===== config.mk =====
export PLATFORM = sky130hd
export DESIGN_NAME = mbcfg_core
export DESIGN_NICKNAME = d
export VERILOG_FILES = /design/src/mbcfg_pkg.sv /design/src/mbcfg_ms_timer.sv /design/src/mbcfg_core.sv
export VERILOG_INCLUDE_DIRS = /design/src
export SDC_FILE = /design/constraint.sdc
export NUM_CORES = 1
export LEC_CHECK = 0
export BUFFER_PORTS_ARGS = -buffer_cell sky130_fd_sc_hd__buf_4
export CAP_MARGIN = 25
export CORE_ASPECT_RATIO = 0.75
export CORE_MARGIN = 8
export CORE_UTILIZATION = 55
export CTS_BUF_LIST = sky130_fd_sc_hd__clkbuf_4 sky130_fd_sc_hd__clkbuf_8 sky130_fd_sc_hd__clkbuf_16
export DETAILED_ROUTE_END_ITERATION = 10
export PLACE_DENSITY = 0.77
export SLEW_MARGIN = 15
export SYNTH_ARGS = -nofsm -noshare
export SYNTH_HDL_FRONTEND = slang
export SYNTH_HIERARCHICAL = 1
export SYNTH_SLANG_ARGS = --single-unit

===== constraint.sdc =====
create_clock -name mclk -period 4.8 [get_ports mclk]
set_input_delay 0.72 -clock mclk [delete_from_list [all_inputs] [get_ports mclk]]
set_output_delay 0.72 -clock mclk [all_outputs]
set_load 0.01 [all_outputs]

===== src/mbcfg_defines.svh =====
// Offsets, field layouts, reset values and timing counts of the
// configuration and watchdog block. Included by bare name; no logic.
`ifndef MBCFG_DEFINES_SVH
`define MBCFG_DEFINES_SVH

// ****************************************************************
// Register offsets
// ****************************************************************
`define MBCFG_OFS_VERSION  16'h0000
`define MBCFG_OFS_SWITCH   16'h0001
`define MBCFG_OFS_BAUD     16'h0002
`define MBCFG_OFS_FRAMING  16'h0003
`define MBCFG_OFS_PARITY   16'h0004
`define MBCFG_OFS_DELAY    16'h0005
`define MBCFG_OFS_MODE     16'h0006
`define MBCFG_OFS_STATION  16'h0007
`define MBCFG_OFS_TIMEOUT  16'h0008
`define MBCFG_OFS_DEFOUT   16'h000c
`define MBCFG_OFS_OUTPUTS  16'h0033

// ****************************************************************
// Bit spaces: upper twelve address bits, low four pick the output
// ****************************************************************
`define MBCFG_COIL_DEF_BASE 12'h00c
`define MBCFG_COIL_OUT_BASE 12'h033
`define MBCFG_NUM_DISC      16'h0006

// ****************************************************************
// Function codes
// ****************************************************************
`define MBCFG_F_RD_COILS  8'h01
`define MBCFG_F_RD_DISC   8'h02
`define MBCFG_F_RD_INREG  8'h03
`define MBCFG_F_RD_HOLD   8'h04
`define MBCFG_F_WR_COIL   8'h05
`define MBCFG_F_WR_REG    8'h06
`define MBCFG_F_WR_COILS  8'h0f
`define MBCFG_F_WR_REGS   8'h10

// ****************************************************************
// Reset values and field layout
// ****************************************************************
`define MBCFG_RST_BAUD     16'h0003
`define MBCFG_RST_FRAMING  16'h0801
`define MBCFG_RST_PARITY   16'h0000
`define MBCFG_RST_DELAY    16'h0000
`define MBCFG_RST_MODE     16'h0000
`define MBCFG_RST_STATION  16'h0000
`define MBCFG_RST_TIMEOUT  16'h0000
`define MBCFG_RST_DEFOUT   16'h0000
`define MBCFG_STOP_TWO     8'h02
`define MBCFG_DATA_SEVEN   8'h07
`define MBCFG_MODE_ASCII   16'h0001
`define MBCFG_PARITY_MAX   16'h0004
`define MBCFG_SW_ADDR_MAX  16'h001f
`define MBCFG_STATION_MAX  16'h00ff

// ****************************************************************
// Timing
// ****************************************************************
`define MBCFG_CLK_NS        8
`define MBCFG_MS_NS         1000000
`define MBCFG_TICKS_PER_MS  (`MBCFG_MS_NS / `MBCFG_CLK_NS)
`define MBCFG_LED_HOLD_MS   16'd50

`endif


===== src/mbcfg_pkg.sv =====
// Types shared by the configuration and watchdog block.
// Assumes nothing of its surroundings.
package mbcfg_pkg;

  typedef enum logic [1:0] {
    st_idle,
    st_wait,
    st_send
  } mbcfg_state_t;

endpackage


===== src/mbcfg_ms_timer.sv =====
// Millisecond elapsed-time counter, saturating at all ones.
// Assumes clear is synchronous to mclk.
`timescale 1ns/1ps
`default_nettype none

module mbcfg_ms_timer #(
  parameter int TICKS_PER_MS = 125000
) (
  // Clock and reset
  input  wire logic        mclk,
  input  wire logic        rst,
  // Control and count
  input  wire logic        clear,
  output logic      [15:0] elapsed
);

  localparam int TW = $clog2(TICKS_PER_MS + 1);

  logic [TW-1:0] tick;
  logic [TW-1:0] next_tick;
  logic [15:0]   next_elapsed;

  always_comb begin
    next_tick    = tick;
    next_elapsed = elapsed;
    if (clear) begin
      next_tick    = '0;
      next_elapsed = 16'h0000;
    end else if (tick == TW'(TICKS_PER_MS - 1)) begin
      next_tick = '0;
      if (elapsed != 16'hffff) begin
        next_elapsed = elapsed + 16'h0001;
      end
    end else begin
      next_tick = tick + 1'b1;
    end
  end

  always_ff @(posedge mclk) begin
    if (rst) begin
      tick    <= '0;
      elapsed <= 16'h0000;
    end else begin
      tick    <= next_tick;
      elapsed <= next_elapsed;
    end
  end

endmodule

`default_nettype wire


===== src/mbcfg_core.sv =====
// Register bank, station match, reply pacing and watchdog of the
// 16-output expansion module.
// Assumes a frame decoder that delivers checksum-good requests, one
// 16-bit word or one bit per strobe, and a transmitter that pulses
// reply_done once the answer has left the line.
`timescale 1ns/1ps
`default_nettype none
`include "mbcfg_defines.svh"

module mbcfg_core #(
  parameter int          TICKS_PER_MS = `MBCFG_TICKS_PER_MS,
  parameter logic [15:0] VERSION_ID   = 16'h0001 // Arbitrary value
) (
  // Clock and reset
  input  wire logic        mclk,
  input  wire logic        rst,
  // Switches
  input  wire logic        addr_switch_weight1,
  input  wire logic        addr_switch_weight2,
  input  wire logic        addr_switch_weight4,
  input  wire logic        addr_switch_weight8,
  input  wire logic        addr_switch_weight16,
  input  wire logic        factory_restore_switch,
  // Decoded request
  input  wire logic        req_valid,
  input  wire logic [7:0]  req_station,
  input  wire logic [7:0]  req_func,
  input  wire logic [15:0] req_addr,
  input  wire logic [15:0] req_wdata,
  // Reply
  input  wire logic        reply_done,
  output logic             reply_valid,
  output logic             reply_exception,
  output logic      [15:0] reply_data,
  // Applied link settings
  output logic      [19:0] link_baud_rate,
  output logic      [2:0]  link_parity,
  output logic             link_two_stop,
  output logic             link_seven_bits,
  output logic             link_ascii,
  // Outputs and indicators
  output logic      [15:0] out_state,
  output logic      [15:0] out_led,
  output logic             comm_led,
  output logic             restore_active
);

  // ****************************************************************
  // State
  // ****************************************************************
  mbcfg_pkg::mbcfg_state_t state, next_state;
  logic [15:0] cfg_baud, cfg_framing, cfg_parity, cfg_delay, cfg_mode;
  logic [15:0] cfg_station, cfg_timeout, out_default, applied_delay;
  logic [15:0] next_baud, next_framing, next_parity, next_delay, next_mode;
  logic [15:0] next_station, next_timeout, next_default, next_out;
  logic [15:0] next_reply_data, next_applied_delay;
  logic [19:0] next_baud_rate;
  logic [2:0]  next_parity_sel;
  logic        next_two_stop, next_seven, next_ascii, next_reply_valid;
  logic        next_exception, next_comm_led, next_restore, powered;
  logic [15:0] wd_elapsed, dly_elapsed, led_elapsed, rd_hold;
  logic [15:0] sw_word;
  logic [7:0]  sw_addr, station_addr;
  logic [3:0]  bidx;
  logic        accept, apply, wd_fire, wd_clear, hold_hit, hit;
  logic        coil_out, coil_def;

  // ****************************************************************
  // Address and decode helpers
  // ****************************************************************
  assign sw_addr = {3'h0, addr_switch_weight16, addr_switch_weight8,
                    addr_switch_weight4, addr_switch_weight2,
                    addr_switch_weight1};
  assign sw_word = {10'h000, factory_restore_switch, sw_addr[4:0]};
  // Register value of 32 and up overrides the switches
  assign station_addr = (cfg_station > `MBCFG_SW_ADDR_MAX) ?
                        cfg_station[7:0] : sw_addr;
  assign accept   = (state == mbcfg_pkg::st_idle) && req_valid &&
                    (req_station == station_addr);
  assign apply    = (state == mbcfg_pkg::st_send) && reply_done;
  assign wd_fire  = (cfg_timeout != 16'h0000) &&
                    (wd_elapsed >= cfg_timeout);
  assign wd_clear = accept || wd_fire || restore_active;
  assign bidx     = req_addr[3:0];
  assign coil_out = (req_addr[15:4] == `MBCFG_COIL_OUT_BASE);
  assign coil_def = (req_addr[15:4] == `MBCFG_COIL_DEF_BASE);

  // Holding register read map
  always_comb begin
    hold_hit = 1'b1;
    case (req_addr)
      `MBCFG_OFS_BAUD:    rd_hold = cfg_baud;
      `MBCFG_OFS_FRAMING: rd_hold = cfg_framing;
      `MBCFG_OFS_PARITY:  rd_hold = cfg_parity;
      `MBCFG_OFS_DELAY:   rd_hold = cfg_delay;
      `MBCFG_OFS_MODE:    rd_hold = cfg_mode;
      `MBCFG_OFS_STATION: rd_hold = cfg_station;
      `MBCFG_OFS_TIMEOUT: rd_hold = cfg_timeout;
      `MBCFG_OFS_DEFOUT:  rd_hold = out_default;
      `MBCFG_OFS_OUTPUTS: rd_hold = out_state;
      default: begin
        rd_hold  = 16'h0000;
        hold_hit = 1'b0;
      end
    endcase
  end

  // ****************************************************************
  // Timers
  // ****************************************************************
  mbcfg_ms_timer #(.TICKS_PER_MS(TICKS_PER_MS)) u_wd_timer (
    .mclk    (mclk),
    .rst     (rst),
    .clear   (wd_clear),
    .elapsed (wd_elapsed)
  );

  mbcfg_ms_timer #(.TICKS_PER_MS(TICKS_PER_MS)) u_dly_timer (
    .mclk    (mclk),
    .rst     (rst),
    .clear   (state == mbcfg_pkg::st_idle),
    .elapsed (dly_elapsed)
  );

  mbcfg_ms_timer #(.TICKS_PER_MS(TICKS_PER_MS)) u_led_timer (
    .mclk    (mclk),
    .rst     (rst),
    .clear   (apply),
    .elapsed (led_elapsed)
  );

  // ****************************************************************
  // Next-state logic
  // ****************************************************************
  always_comb begin
    next_state = state;         next_baud = cfg_baud;
    next_framing = cfg_framing; next_parity = cfg_parity;
    next_delay = cfg_delay;     next_mode = cfg_mode;
    next_station = cfg_station; next_timeout = cfg_timeout;
    next_default = out_default; next_out = out_state;
    next_reply_data = reply_data;
    next_exception = reply_exception;
    next_applied_delay = applied_delay;
    next_reply_valid = 1'b0;
    hit = 1'b0;
    if (wd_fire) begin
      next_out = out_default;
    end
    case (state)
      mbcfg_pkg::st_idle: begin
        if (accept) begin
          next_reply_data = 16'h0000;
          case (req_func)
            `MBCFG_F_RD_COILS: begin
              hit = coil_out || coil_def;
              next_reply_data[0] = coil_out ? out_state[bidx] :
                                              out_default[bidx];
            end
            `MBCFG_F_RD_DISC: begin
              hit = (req_addr < `MBCFG_NUM_DISC);
              next_reply_data[0] = sw_word[bidx];
            end
            `MBCFG_F_RD_INREG: begin
              hit = (req_addr == `MBCFG_OFS_VERSION) ||
                    (req_addr == `MBCFG_OFS_SWITCH);
              next_reply_data = req_addr[0] ? sw_word : VERSION_ID;
            end
            `MBCFG_F_RD_HOLD: begin
              hit = hold_hit;
              next_reply_data = rd_hold;
            end
            `MBCFG_F_WR_COIL, `MBCFG_F_WR_COILS: begin
              hit = coil_out || coil_def;
              if (coil_out) next_out[bidx] = req_wdata[0];
              if (coil_def) next_default[bidx] = req_wdata[0];
              next_reply_data = req_wdata;
            end
            `MBCFG_F_WR_REG, `MBCFG_F_WR_REGS: begin
              hit = hold_hit;
              next_reply_data = req_wdata;
              case (req_addr)
                `MBCFG_OFS_BAUD:    next_baud = req_wdata;
                `MBCFG_OFS_FRAMING: next_framing = req_wdata;
                `MBCFG_OFS_PARITY:  next_parity = req_wdata;
                `MBCFG_OFS_DELAY:   next_delay = req_wdata;
                `MBCFG_OFS_MODE:    next_mode = req_wdata;
                `MBCFG_OFS_STATION: begin
                  hit = (req_wdata <= `MBCFG_STATION_MAX);
                  if (hit) next_station = req_wdata;
                end
                `MBCFG_OFS_TIMEOUT: next_timeout = req_wdata;
                `MBCFG_OFS_DEFOUT:  next_default = req_wdata;
                `MBCFG_OFS_OUTPUTS: next_out = req_wdata;
                default: next_out = next_out;
              endcase
            end
            default: hit = 1'b0;
          endcase
          next_exception = !hit;
          next_state = mbcfg_pkg::st_wait;
        end
      end
      mbcfg_pkg::st_wait: begin
        if (dly_elapsed >= applied_delay) begin
          next_reply_valid = 1'b1;
          next_state = mbcfg_pkg::st_send;
        end
      end
      mbcfg_pkg::st_send: begin
        if (reply_done) begin
          next_state = mbcfg_pkg::st_idle;
          next_applied_delay = cfg_delay;
        end
      end
      default: next_state = mbcfg_pkg::st_idle;
    endcase
    // Restore holds every register at its factory value
    if (restore_active) begin
      next_baud = `MBCFG_RST_BAUD;       next_framing = `MBCFG_RST_FRAMING;
      next_parity = `MBCFG_RST_PARITY;   next_delay = `MBCFG_RST_DELAY;
      next_mode = `MBCFG_RST_MODE;       next_station = `MBCFG_RST_STATION;
      next_timeout = `MBCFG_RST_TIMEOUT; next_default = `MBCFG_RST_DEFOUT;
      next_out = `MBCFG_RST_DEFOUT;
      next_applied_delay = `MBCFG_RST_DELAY;
    end
  end

  // Applied link settings, decoded from the stored registers
  always_comb begin
    next_baud_rate  = link_baud_rate;
    next_parity_sel = link_parity;
    next_two_stop   = link_two_stop;
    next_seven      = link_seven_bits;
    next_ascii      = link_ascii;
    if (apply || restore_active) begin
      case (next_baud)
        16'h0000: next_baud_rate = 20'd2400;
        16'h0001: next_baud_rate = 20'd4800;
        16'h0002: next_baud_rate = 20'd9600;
        16'h0003: next_baud_rate = 20'd19200;
        16'h0004: next_baud_rate = 20'd38400;
        16'h0005: next_baud_rate = 20'd57600;
        16'h0006: next_baud_rate = 20'd115200;
        default:  next_baud_rate = 20'({4'h0, next_baud} * 20'd10);
      endcase
      next_parity_sel = (next_parity <= `MBCFG_PARITY_MAX) ?
                        next_parity[2:0] : 3'h0;
      next_two_stop = (next_framing[7:0] == `MBCFG_STOP_TWO);
      next_seven = (next_framing[15:8] == `MBCFG_DATA_SEVEN);
      next_ascii = (next_mode == `MBCFG_MODE_ASCII);
    end
    // Lit while restoring, and for a hold time after each answer
    if (restore_active || apply) begin
      next_comm_led = 1'b1;
    end else if (led_elapsed >= `MBCFG_LED_HOLD_MS) begin
      next_comm_led = 1'b0;
    end else begin
      next_comm_led = comm_led;
    end
    // Switch caught in the first cycle after reset release
    next_restore = powered ? (restore_active && factory_restore_switch) :
                             factory_restore_switch;
  end

  // ****************************************************************
  // Registers
  // ****************************************************************
  always_ff @(posedge mclk) begin
    if (rst) begin
      state <= mbcfg_pkg::st_idle;
      cfg_baud <= `MBCFG_RST_BAUD;          cfg_framing <= `MBCFG_RST_FRAMING;
      cfg_parity <= `MBCFG_RST_PARITY;      cfg_delay <= `MBCFG_RST_DELAY;
      cfg_mode <= `MBCFG_RST_MODE;          cfg_station <= `MBCFG_RST_STATION;
      cfg_timeout <= `MBCFG_RST_TIMEOUT;    out_default <= `MBCFG_RST_DEFOUT;
      out_state <= `MBCFG_RST_DEFOUT;       out_led <= `MBCFG_RST_DEFOUT;
      applied_delay <= `MBCFG_RST_DELAY;    reply_data <= 16'h0000;
      reply_valid <= 1'b0;                  reply_exception <= 1'b0;
      link_baud_rate <= 20'd19200;          link_parity <= 3'h0;
      link_two_stop <= 1'b0;                link_seven_bits <= 1'b0;
      link_ascii <= 1'b0;                   comm_led <= 1'b0;
      restore_active <= 1'b0;               powered <= 1'b0;
    end else begin
      state <= next_state;
      cfg_baud <= next_baud;                cfg_framing <= next_framing;
      cfg_parity <= next_parity;            cfg_delay <= next_delay;
      cfg_mode <= next_mode;                cfg_station <= next_station;
      cfg_timeout <= next_timeout;          out_default <= next_default;
      out_state <= next_out;                out_led <= next_out;
      applied_delay <= next_applied_delay;  reply_data <= next_reply_data;
      reply_valid <= next_reply_valid;      reply_exception <= next_exception;
      link_baud_rate <= next_baud_rate;     link_parity <= next_parity_sel;
      link_two_stop <= next_two_stop;       link_seven_bits <= next_seven;
      link_ascii <= next_ascii;             comm_led <= next_comm_led;
      restore_active <= next_restore;       powered <= 1'b1;
    end
  end
endmodule

`default_nettype wire


==> results of run 1 <==
[logic make-up after synthesis]
family / Yosys count / share of synthesized area (%)
simple gates: 850 / 24.1
compound gates: 442 / 17.8
flops: 307 / 34.8
buf+inv: 215 / 5.46
mux: 152 / 9.52
fa+ha+maj: 71 / 5.06
xor+xnor: 64 / 3.17
other cells: 1 / 0.0212
[state kept, by name, summed over array words and instances (netlist names), 17 cells and up]
| name | count |
|---|---|
| link_baud_rate | 19 |
| u_wd_timer/tick | 17 |
| u_dly_timer/tick | 17 |
| u_led_timer/tick | 17 |
[cell usage in the layout, fill, tap and decap left out, types with 9 or more instances in the layout]
cell type	n
inv_1	57
nor2_1	270
clkbuf_16	31
and3_1	25
nor3_1	58
o21ai_0	57
and2_1	17
a32oi_1	12
mux2_2	14
nand2b_1	11
a221oi_1	17
nand2_1	154
xor2_1	31
a41o_1	9
and4_1	15
nor4_1	42
o311ai_0	12
a31oi_1	20
nand3_1	81
buf_4	204
xnor2_1	33
o31ai_1	19
or4_1	22
a21oi_1	97
nor2b_1	17
ha_1	68
a22oi_1	31
a311oi_1	20
or2_2	9
a21o_1	11
nand4_1	52
mux4_2	11
or3_1	29
a211oi_1	29
o211ai_1	16
dfxtp_1	305
mux2i_1	122
a222oi_1	12
[per-layer routing]
layer	wire length, um	track usage [%]	vias to the layer above
met5	21	0	-
met4	2420	10.2	2
met3	9380	11.0	218
li1	-	-	7973
met2	25100	44.5	1222
met1	25300	42.5	8432
[cells in the mapped netlist, types with 23 or more instances]
library cell    n  share of area [%]
nand4_1        52                1.8
nand3_1        81                2.3
a211oi_1       29                1.2
nor2_1        271                5.8
and3_1         25               0.89
xnor2_1        33                1.6
nor3_1         59                1.7
o21ai_0        59                1.7
nor4_1         44                1.6
or4_1          23               0.98
xor2_1         31                1.5
clkbuf_1      103                2.2
dfxtp_1       307                 35
ha_1           69                4.9
a22oi_1        31                1.3
a21oi_1       101                2.9
mux2i_1       124                7.0
nand2_1       155                3.3
inv_1          57                1.2
or3_1          31                1.1
[layout make-up]
class                   instances  area (um2)  share of cell area, %
diodes                          1        2.50                 0.0124
clock buffers                  45         918                   4.56
clock inverters                10         138                  0.683
inverters                      57         214                   1.06
multi-input cells            1580       10600                   52.8
flip-flops and latches        307        6150                   30.5
well taps                     406         508                   2.52
repair buffers                209        1580                   7.83
[stage by stage]
stage / hold slack [ns] / total power, mW / TNS, ns / instances
finish: 0.394 / 5.42 / 0 / 2615
global route: 0.389 / 5.54 / -0.162 / 2615
CTS: 0.378 / 5.42 / 0 / 2608
detailed placement: 0.399 / 2.91 / -0.392 / 2553
global placement: 0.400 / 2.90 / 0 / 2551
floorplan: 0.389 / 2.77 / -0.200 / 2102
[power by group]
group | total [mW] | switching (mW) | internal (mW)
clock network | 2.56 | 1.07 | 1.48
logic | 0.297 | 0.208 | 0.0892
registers | 2.57 | 0.0129 | 2.56
total | 5.42 | 1.29 | 4.13
[timing repair]
item | CTS | global route
gates resized for setup | 1 | 15
buffers inserted | 0 | 3
setup endpoints to repair | 5 | 10
pin swaps | 0 | 4
hold buffers | 0 | 0
[worst max-delay path: stages, from the launching register on]
cell	delay [ns]
dfxtp_2	0.36
or4_4	0.57
o32ai_2	0.26
nand2_1	0.13
or3_4	0.43
nor3_4	0.16
buf_12	0.17
mux2i_4	0.23
nor2_1	0.09
ha_1	0.35
ha_2	0.20
fa_2	0.37
a21o_1	0.17
a21oi_2	0.18
o211ai_1	0.14
a21o_1	0.22
a21oi_2	0.14
xnor2_1	0.12
nand2_1	0.06
a311oi_1	0.25
[how the worst max path moves through the flow]
| stage | slack (ns) | endpoint | startpoint | depth (start not counted) |
|---|---|---|---|---|
| after global routing | -0.06 | link_baud_rate[13] | cfg_station[5] | 18 |
| after detailed placement | -0.11 | link_baud_rate[13] | req_func[5] | 19 |
| after floorplan | -0.12 | link_baud_rate[12] | req_func[5] | 19 |
| final | 0.13 | link_baud_rate[12] | cfg_station[5] | 19 |
| after CTS | 0.01 | link_baud_rate[13] | cfg_station[5] | 18 |
| after global placement | 0.04 | link_baud_rate[15] | req_func[5] | 19 |
==> flow_metrics.py, run 1 <==
metrics = {
    "critical_path": {
        "critical_path_class": "reg -> reg",
        "end_kind": "register",
        "rr_endpoint": "link_baud_rate[12]",
        "rrSetupSlack_ns": 0.13,
        "rr_startpoint": "cfg_station[5]",
        "worstPathArrival_ns": 5.15,
        "r2r_cells": 19,
        "critPathLaunchType": "register",
        "critPathMaxFanout": 10,
        "worstPathRequired_ns": 5.28,
    },
    "cells_and_area": {
        "final_util_pct": 64.1,
        "drive_gt1_share_pct": 15.3,
        "area_delta_synth_final_pct": 14.1,
        "final_area_um2": 20200,
        "nFillCells": 2650,
        "layout.nets": 2314,
    },
    "logic_synthesis": {
        "synthCells": 2102,
        "syn_avg_cell_area_um2": 8.40,
        "synth_edf_count": 0,
        "async_reset_ff_share_pct": 0,
        "yosysSeqAreaShare_pct": 34.8,
        "synth_ff_type": "dfxtp_1",
        "syn_area_um2": 17700,
        "synthDistinctLibCells": 88,
        "synth_nets": 2230,
        "yosysWarnings": 6,
        "synth_seq_cells": 307,
    },
    "routing": {
        "drt_iter0_drc": 2560,
        "vias_per_cell": 6.82,
        "routed_wl_mm": 62.2,
        "route.detailed.drc": 0,
        "dr_total_vias": 17800,
        "wl_per_cell_um": 23.8,
        "dr.pass1.iters": 8,
        "ant_nets": 0,
    },
    "placement": {
        "postPlaceCellArea_um2": 19000,
        "place_ws_ns": -0.111,
        "place_congestion": 1.02,
        "hpwl_mm": 44.1,
        "io_buffers": 134,
    },
    "timing": {
        "finalHoldViolations": 0,
        "skew_ns": 0.0171,
        "post-route-min-period_ns": 4.67,
        "setup_violations": 0,
        "worst_slew_pin_slew_ns": 0.981,
        "rsz0062_at_grt": "yes",
        "setup_ws_ns": 0.134,
        "maxSlewHeadroom_pct": 34.6,
        "fin_crit_sh_pct": 97.2,
        "fmax_mhz": 214,
        "finalMaxSlewViolations": 0,
    },
    "die": {
        "die_y_um": 171,
        "pin_count": 136,
        "start_util_pct": 56.1,
        "core-area_um2": 31500,
        "std_cell_rows": 56,
        "die_w_um": 223,
        "die-area_um2": 38200,
    },
    "clock_network": {
        "clockBufferDepth": 3,
        "cts_tree": "yes",
        "cts.sinks": 307,
        "cts_root_buf": "clkbuf_16",
        "insertion_delay_ns": 0.58,
        "cts_buffers": 31,
        "cts_max_level": 1,
        "cts.clk_slew.worst_paths_ns": 0.07,
    },
    "global_routing": {
        "grt_max_degree": 51,
        "grt_pass1_wl_mm": 94.8,
        "overflow": 0,
        "grt_pass1_vias": 16600,
        "antenna_found_initial": 3,
        "grt_usage_pct": 30.9,
    },
    "min_path": {
        "hold_end": "restore_active",
        "holdPathStages": 3,
        "hold_path.class": "in -> reg",
        "hp-start": "factory_restore_switch",
    },
    "run": {
        "cap_viol_max_count": 0,
    },
    "power_and_ir_drop": {
        "powerDensity_nw_per_um2": 269,
        "p_leak_nw": 7.10,
        "vdd_drop_max_mv": 0.216,
    },
    "run_status": {
        "run_status": "finished, final reports clean",
    },
}
(Power assumes the default switching activity.)
==> run 2: changes to the inputs <==
ABC_AREA = 1   (was default)
CORE_UTILIZATION = 33   (was 55)
PLACE_DENSITY = default   (was 0.77)
==> flow_metrics.py, run 2 <==
metrics = {
    "run_status": {
        "run_status": "finished, final reports clean",
    },
    "global_routing": {
        "grt_usage_pct": 21.6,
        "use_met1_pct": 30.6,
        "grt_pass1_wl_mm": 110,
        "antenna_found_initial": 6,
        "busiest_layer": "met1",
        "met2_usage_pct": 30.4,
        "grt_pass1_vias": 18100,
        "use_met3_pct": 7.39,
        "overflow": 0,
        "grt_max_degree": 72,
    },
    "cells_and_area": {
        "n_antenna_cell": 0,
        "nFillCells": 5944,
        "fin_cells": 3828,
        "regMostFlops": "link_baud_rate",
        "area_delta_synth_final_pct": 20.5,
        "final_common_cell": "nand2_1",
        "drive_gt1_share_pct": 14.8,
        "final_cell_mix": "nand2_1, nor2_1, inv_1",
        "largest_reg_flops": 19,
        "final_area_um2": 22700,
        "layout.nets": 3197,
    },
    "critical_path": {
        "end_kind": "register",
        "slowest_delay_ns": 0.34,
        "worstPathArrival_ns": 4.87,
        "crit_slowest_cell": "ha_1",
        "critPathMaxFanout": 9,
        "critical_path_class": "reg -> reg",
        "crit_top_cell": "nand2_1",
        "critPathLaunchType": "register",
        "worstPathRequired_ns": 5.23,
    },
    "logic_synthesis": {
        "syn_area_um2": 18800,
        "synth_top_family_by_area": "simple AND/OR/NAND/NOR gates",
        "synthCells": 2862,
        "synth_edf_count": 0,
        "synth_ff_type": "dfxtp_1",
        "synthTopCellsByCount": "nand2_1, nor2_1, inv_1, dfxtp_1, a21oi_1",
        "synth_nets": 2990,
        "yosys.area_share.xor_xnor_pct": 2.74,
        "yosys.cell_count.top_type": "nand2_1",
        "synth_area_leaders": "dfxtp_1, nand2_1, nor2_1",
        "yosysSeqAreaShare_pct": 32.6,
        "post_synth_and_or_nand_nor_area_fraction_pct": 31.1,
        "async_reset_ff_share_pct": 0,
        "yosysWarnings": 6,
        "synth_seq_cells": 307,
        "yosysTopAreaCell": "dfxtp_1",
        "synthDistinctLibCells": 59,
        "synth-compound-area-share_pct": 17.9,
        "synthAdderAreaFrac_pct": 4.69,
        "synthMuxAreaShare_pct": 0,
        "synth_top_area_share_pct": 32.6,
        "syn_avg_cell_area_um2": 6.58,
    },
    "timing": {
        "skew_ns": 0.0410,
        "fin_crit_sh_pct": 92.6,
        "setup-tns-final_ns": 0,
        "finalHoldViolations": 0,
        "post-route-min-period_ns": 4.44,
        "finalMaxSlewViolations": 0,
        "worst_slew_pin_slew_ns": 1.06,
        "maxSlewHeadroom_pct": 29.4,
        "fmax_mhz": 225,
        "setup_violations": 0,
    },
    "power_and_ir_drop": {
        "vdd_drop_max_mv": 0.201,
        "p_total_mw": 6.01,
        "powerDensity_nw_per_um2": 265,
        "p_leak_nw": 9.83,
    },
    "die": {
        "core-area_um2": 56100,
        "die_y_um": 223,
        "pin_count": 136,
        "die-area_um2": 65000,
        "std_cell_rows": 75,
        "die_w_um": 292,
        "start_util_pct": 33.5,
    },
    "run": {
        "cap_viol_max_count": 0,
    },
    "routing": {
        "wl_per_cell_um": 19.0,
        "vias_per_cell": 5.19,
        "dr_total_vias": 19900,
        "drt_iter0_drc": 2434,
        "route.detailed.drc": 0,
        "routed_wl_mm": 72.9,
        "dr.pass1.iters": 6,
        "ant_nets": 0,
    },
    "min_path": {
        "hold_path.class": "reg -> reg",
    },
    "clock_network": {
        "ctsHoldBuffers": 0,
        "clockBufferDepth": 3,
        "insertion_delay_ns": 0.58,
        "cts_max_level": 2,
        "cts_root_buf": "clkbuf_16",
        "cts.clk_slew.worst_paths_ns": 0.06,
        "cts.sinks": 307,
        "cts_tree": "yes",
        "cts_buffers": 37,
    },
    "placement": {
        "postPlaceCellArea_um2": 21300,
        "io_buffers": 134,
        "place_inst": 3758,
        "hpwl_mm": 55.1,
        "place_congestion": 1.00,
    },
}
## run 2: changes by cell type in the layout (fill, tap and decap cells not counted), moves of 47 or more
cell	before	now
a21oi_1	97	195
nand3_1	81	144
mux2i_1	122	0
inv_1	57	382
nor2_1	270	444
nand2_1	154	555
buf_4	204	273
o21ai_0	57	186
o22ai_1	0	47
## run 2: timing repair
| action | CTS | global route |
|---|---|---|
| buffers inserted | 0 | 3 |
| setup endpoints to repair | 0 | 4 |
| resized for setup | 0 | 15 |
## run 2: per-stage QoR
step,setup slack [ns],hold slack [ns],util [%]
4_1_cts,0.128,0.409,40.3
6_report,0.355,0.406,40.4
2_1_floorplan,0.154,0.394,-
3_3_place_gp,-0.146,0.406,37.9
3_5_place_dp,-0.146,0.408,37.9
5_1_grt,-0.0314,0.450,40.4
## run 2: cell type report
type                            instances  area [um2]  area share [%]
Tap cell                              731         915            4.03
Clock inverter                         19         283            1.25
Timing Repair Buffer                  277        2110            9.31
Sequential cell                       307        6150            27.1
Multi-Input combinational cell       2050       10700            47.2
Inverter                              396        1490            6.55
Clock buffer                           48        1050            4.61
## run 2: worst max-delay path: cells and delay by family (launching register included)
kind            cells  cell delay [ns]
fa+ha+maj           3             0.88
buf+inv             4             0.50
flops               1             0.31
simple gates       20             1.80
compound gates      6             0.67
xor+xnor            1             0.14
## run 2: metal layers
metal,share of wire (%),vias up
met2,40,921
li1,-,9797
met3,12,154
met1,45,8984
met4,3.0,8
met5,0.080,-
## run 2: kinds of logic (layout without fill, tap and decap cells)
logic type      count (synthesis)  count (layout)
compound gates                577             577
xor+xnor                       59              59
fa+ha+maj                      70              70
buf+inv                       505             740
flops                         307             307
other cells                     1               1
simple gates                 1343            1343
## run 2: where the power goes
part           internal, mW  total [mW]  switching, mW
Clock                  1.88        3.11           1.24
Sequential             2.56        2.57        0.00775
Combinational        0.0977       0.330          0.232
## run 2: final timing paths
kind / startpoint / endpoint / slack (ns) / depth (start not counted)
max: cfg_station[11] / link_baud_rate[18] / 0.36 / 34
min: powered / restore_active / 0.41 / 1
max reg2reg: cfg_station[11] / link_baud_rate[18] / 0.36 / 34
min reg2reg: powered / restore_active / 0.41 / 1
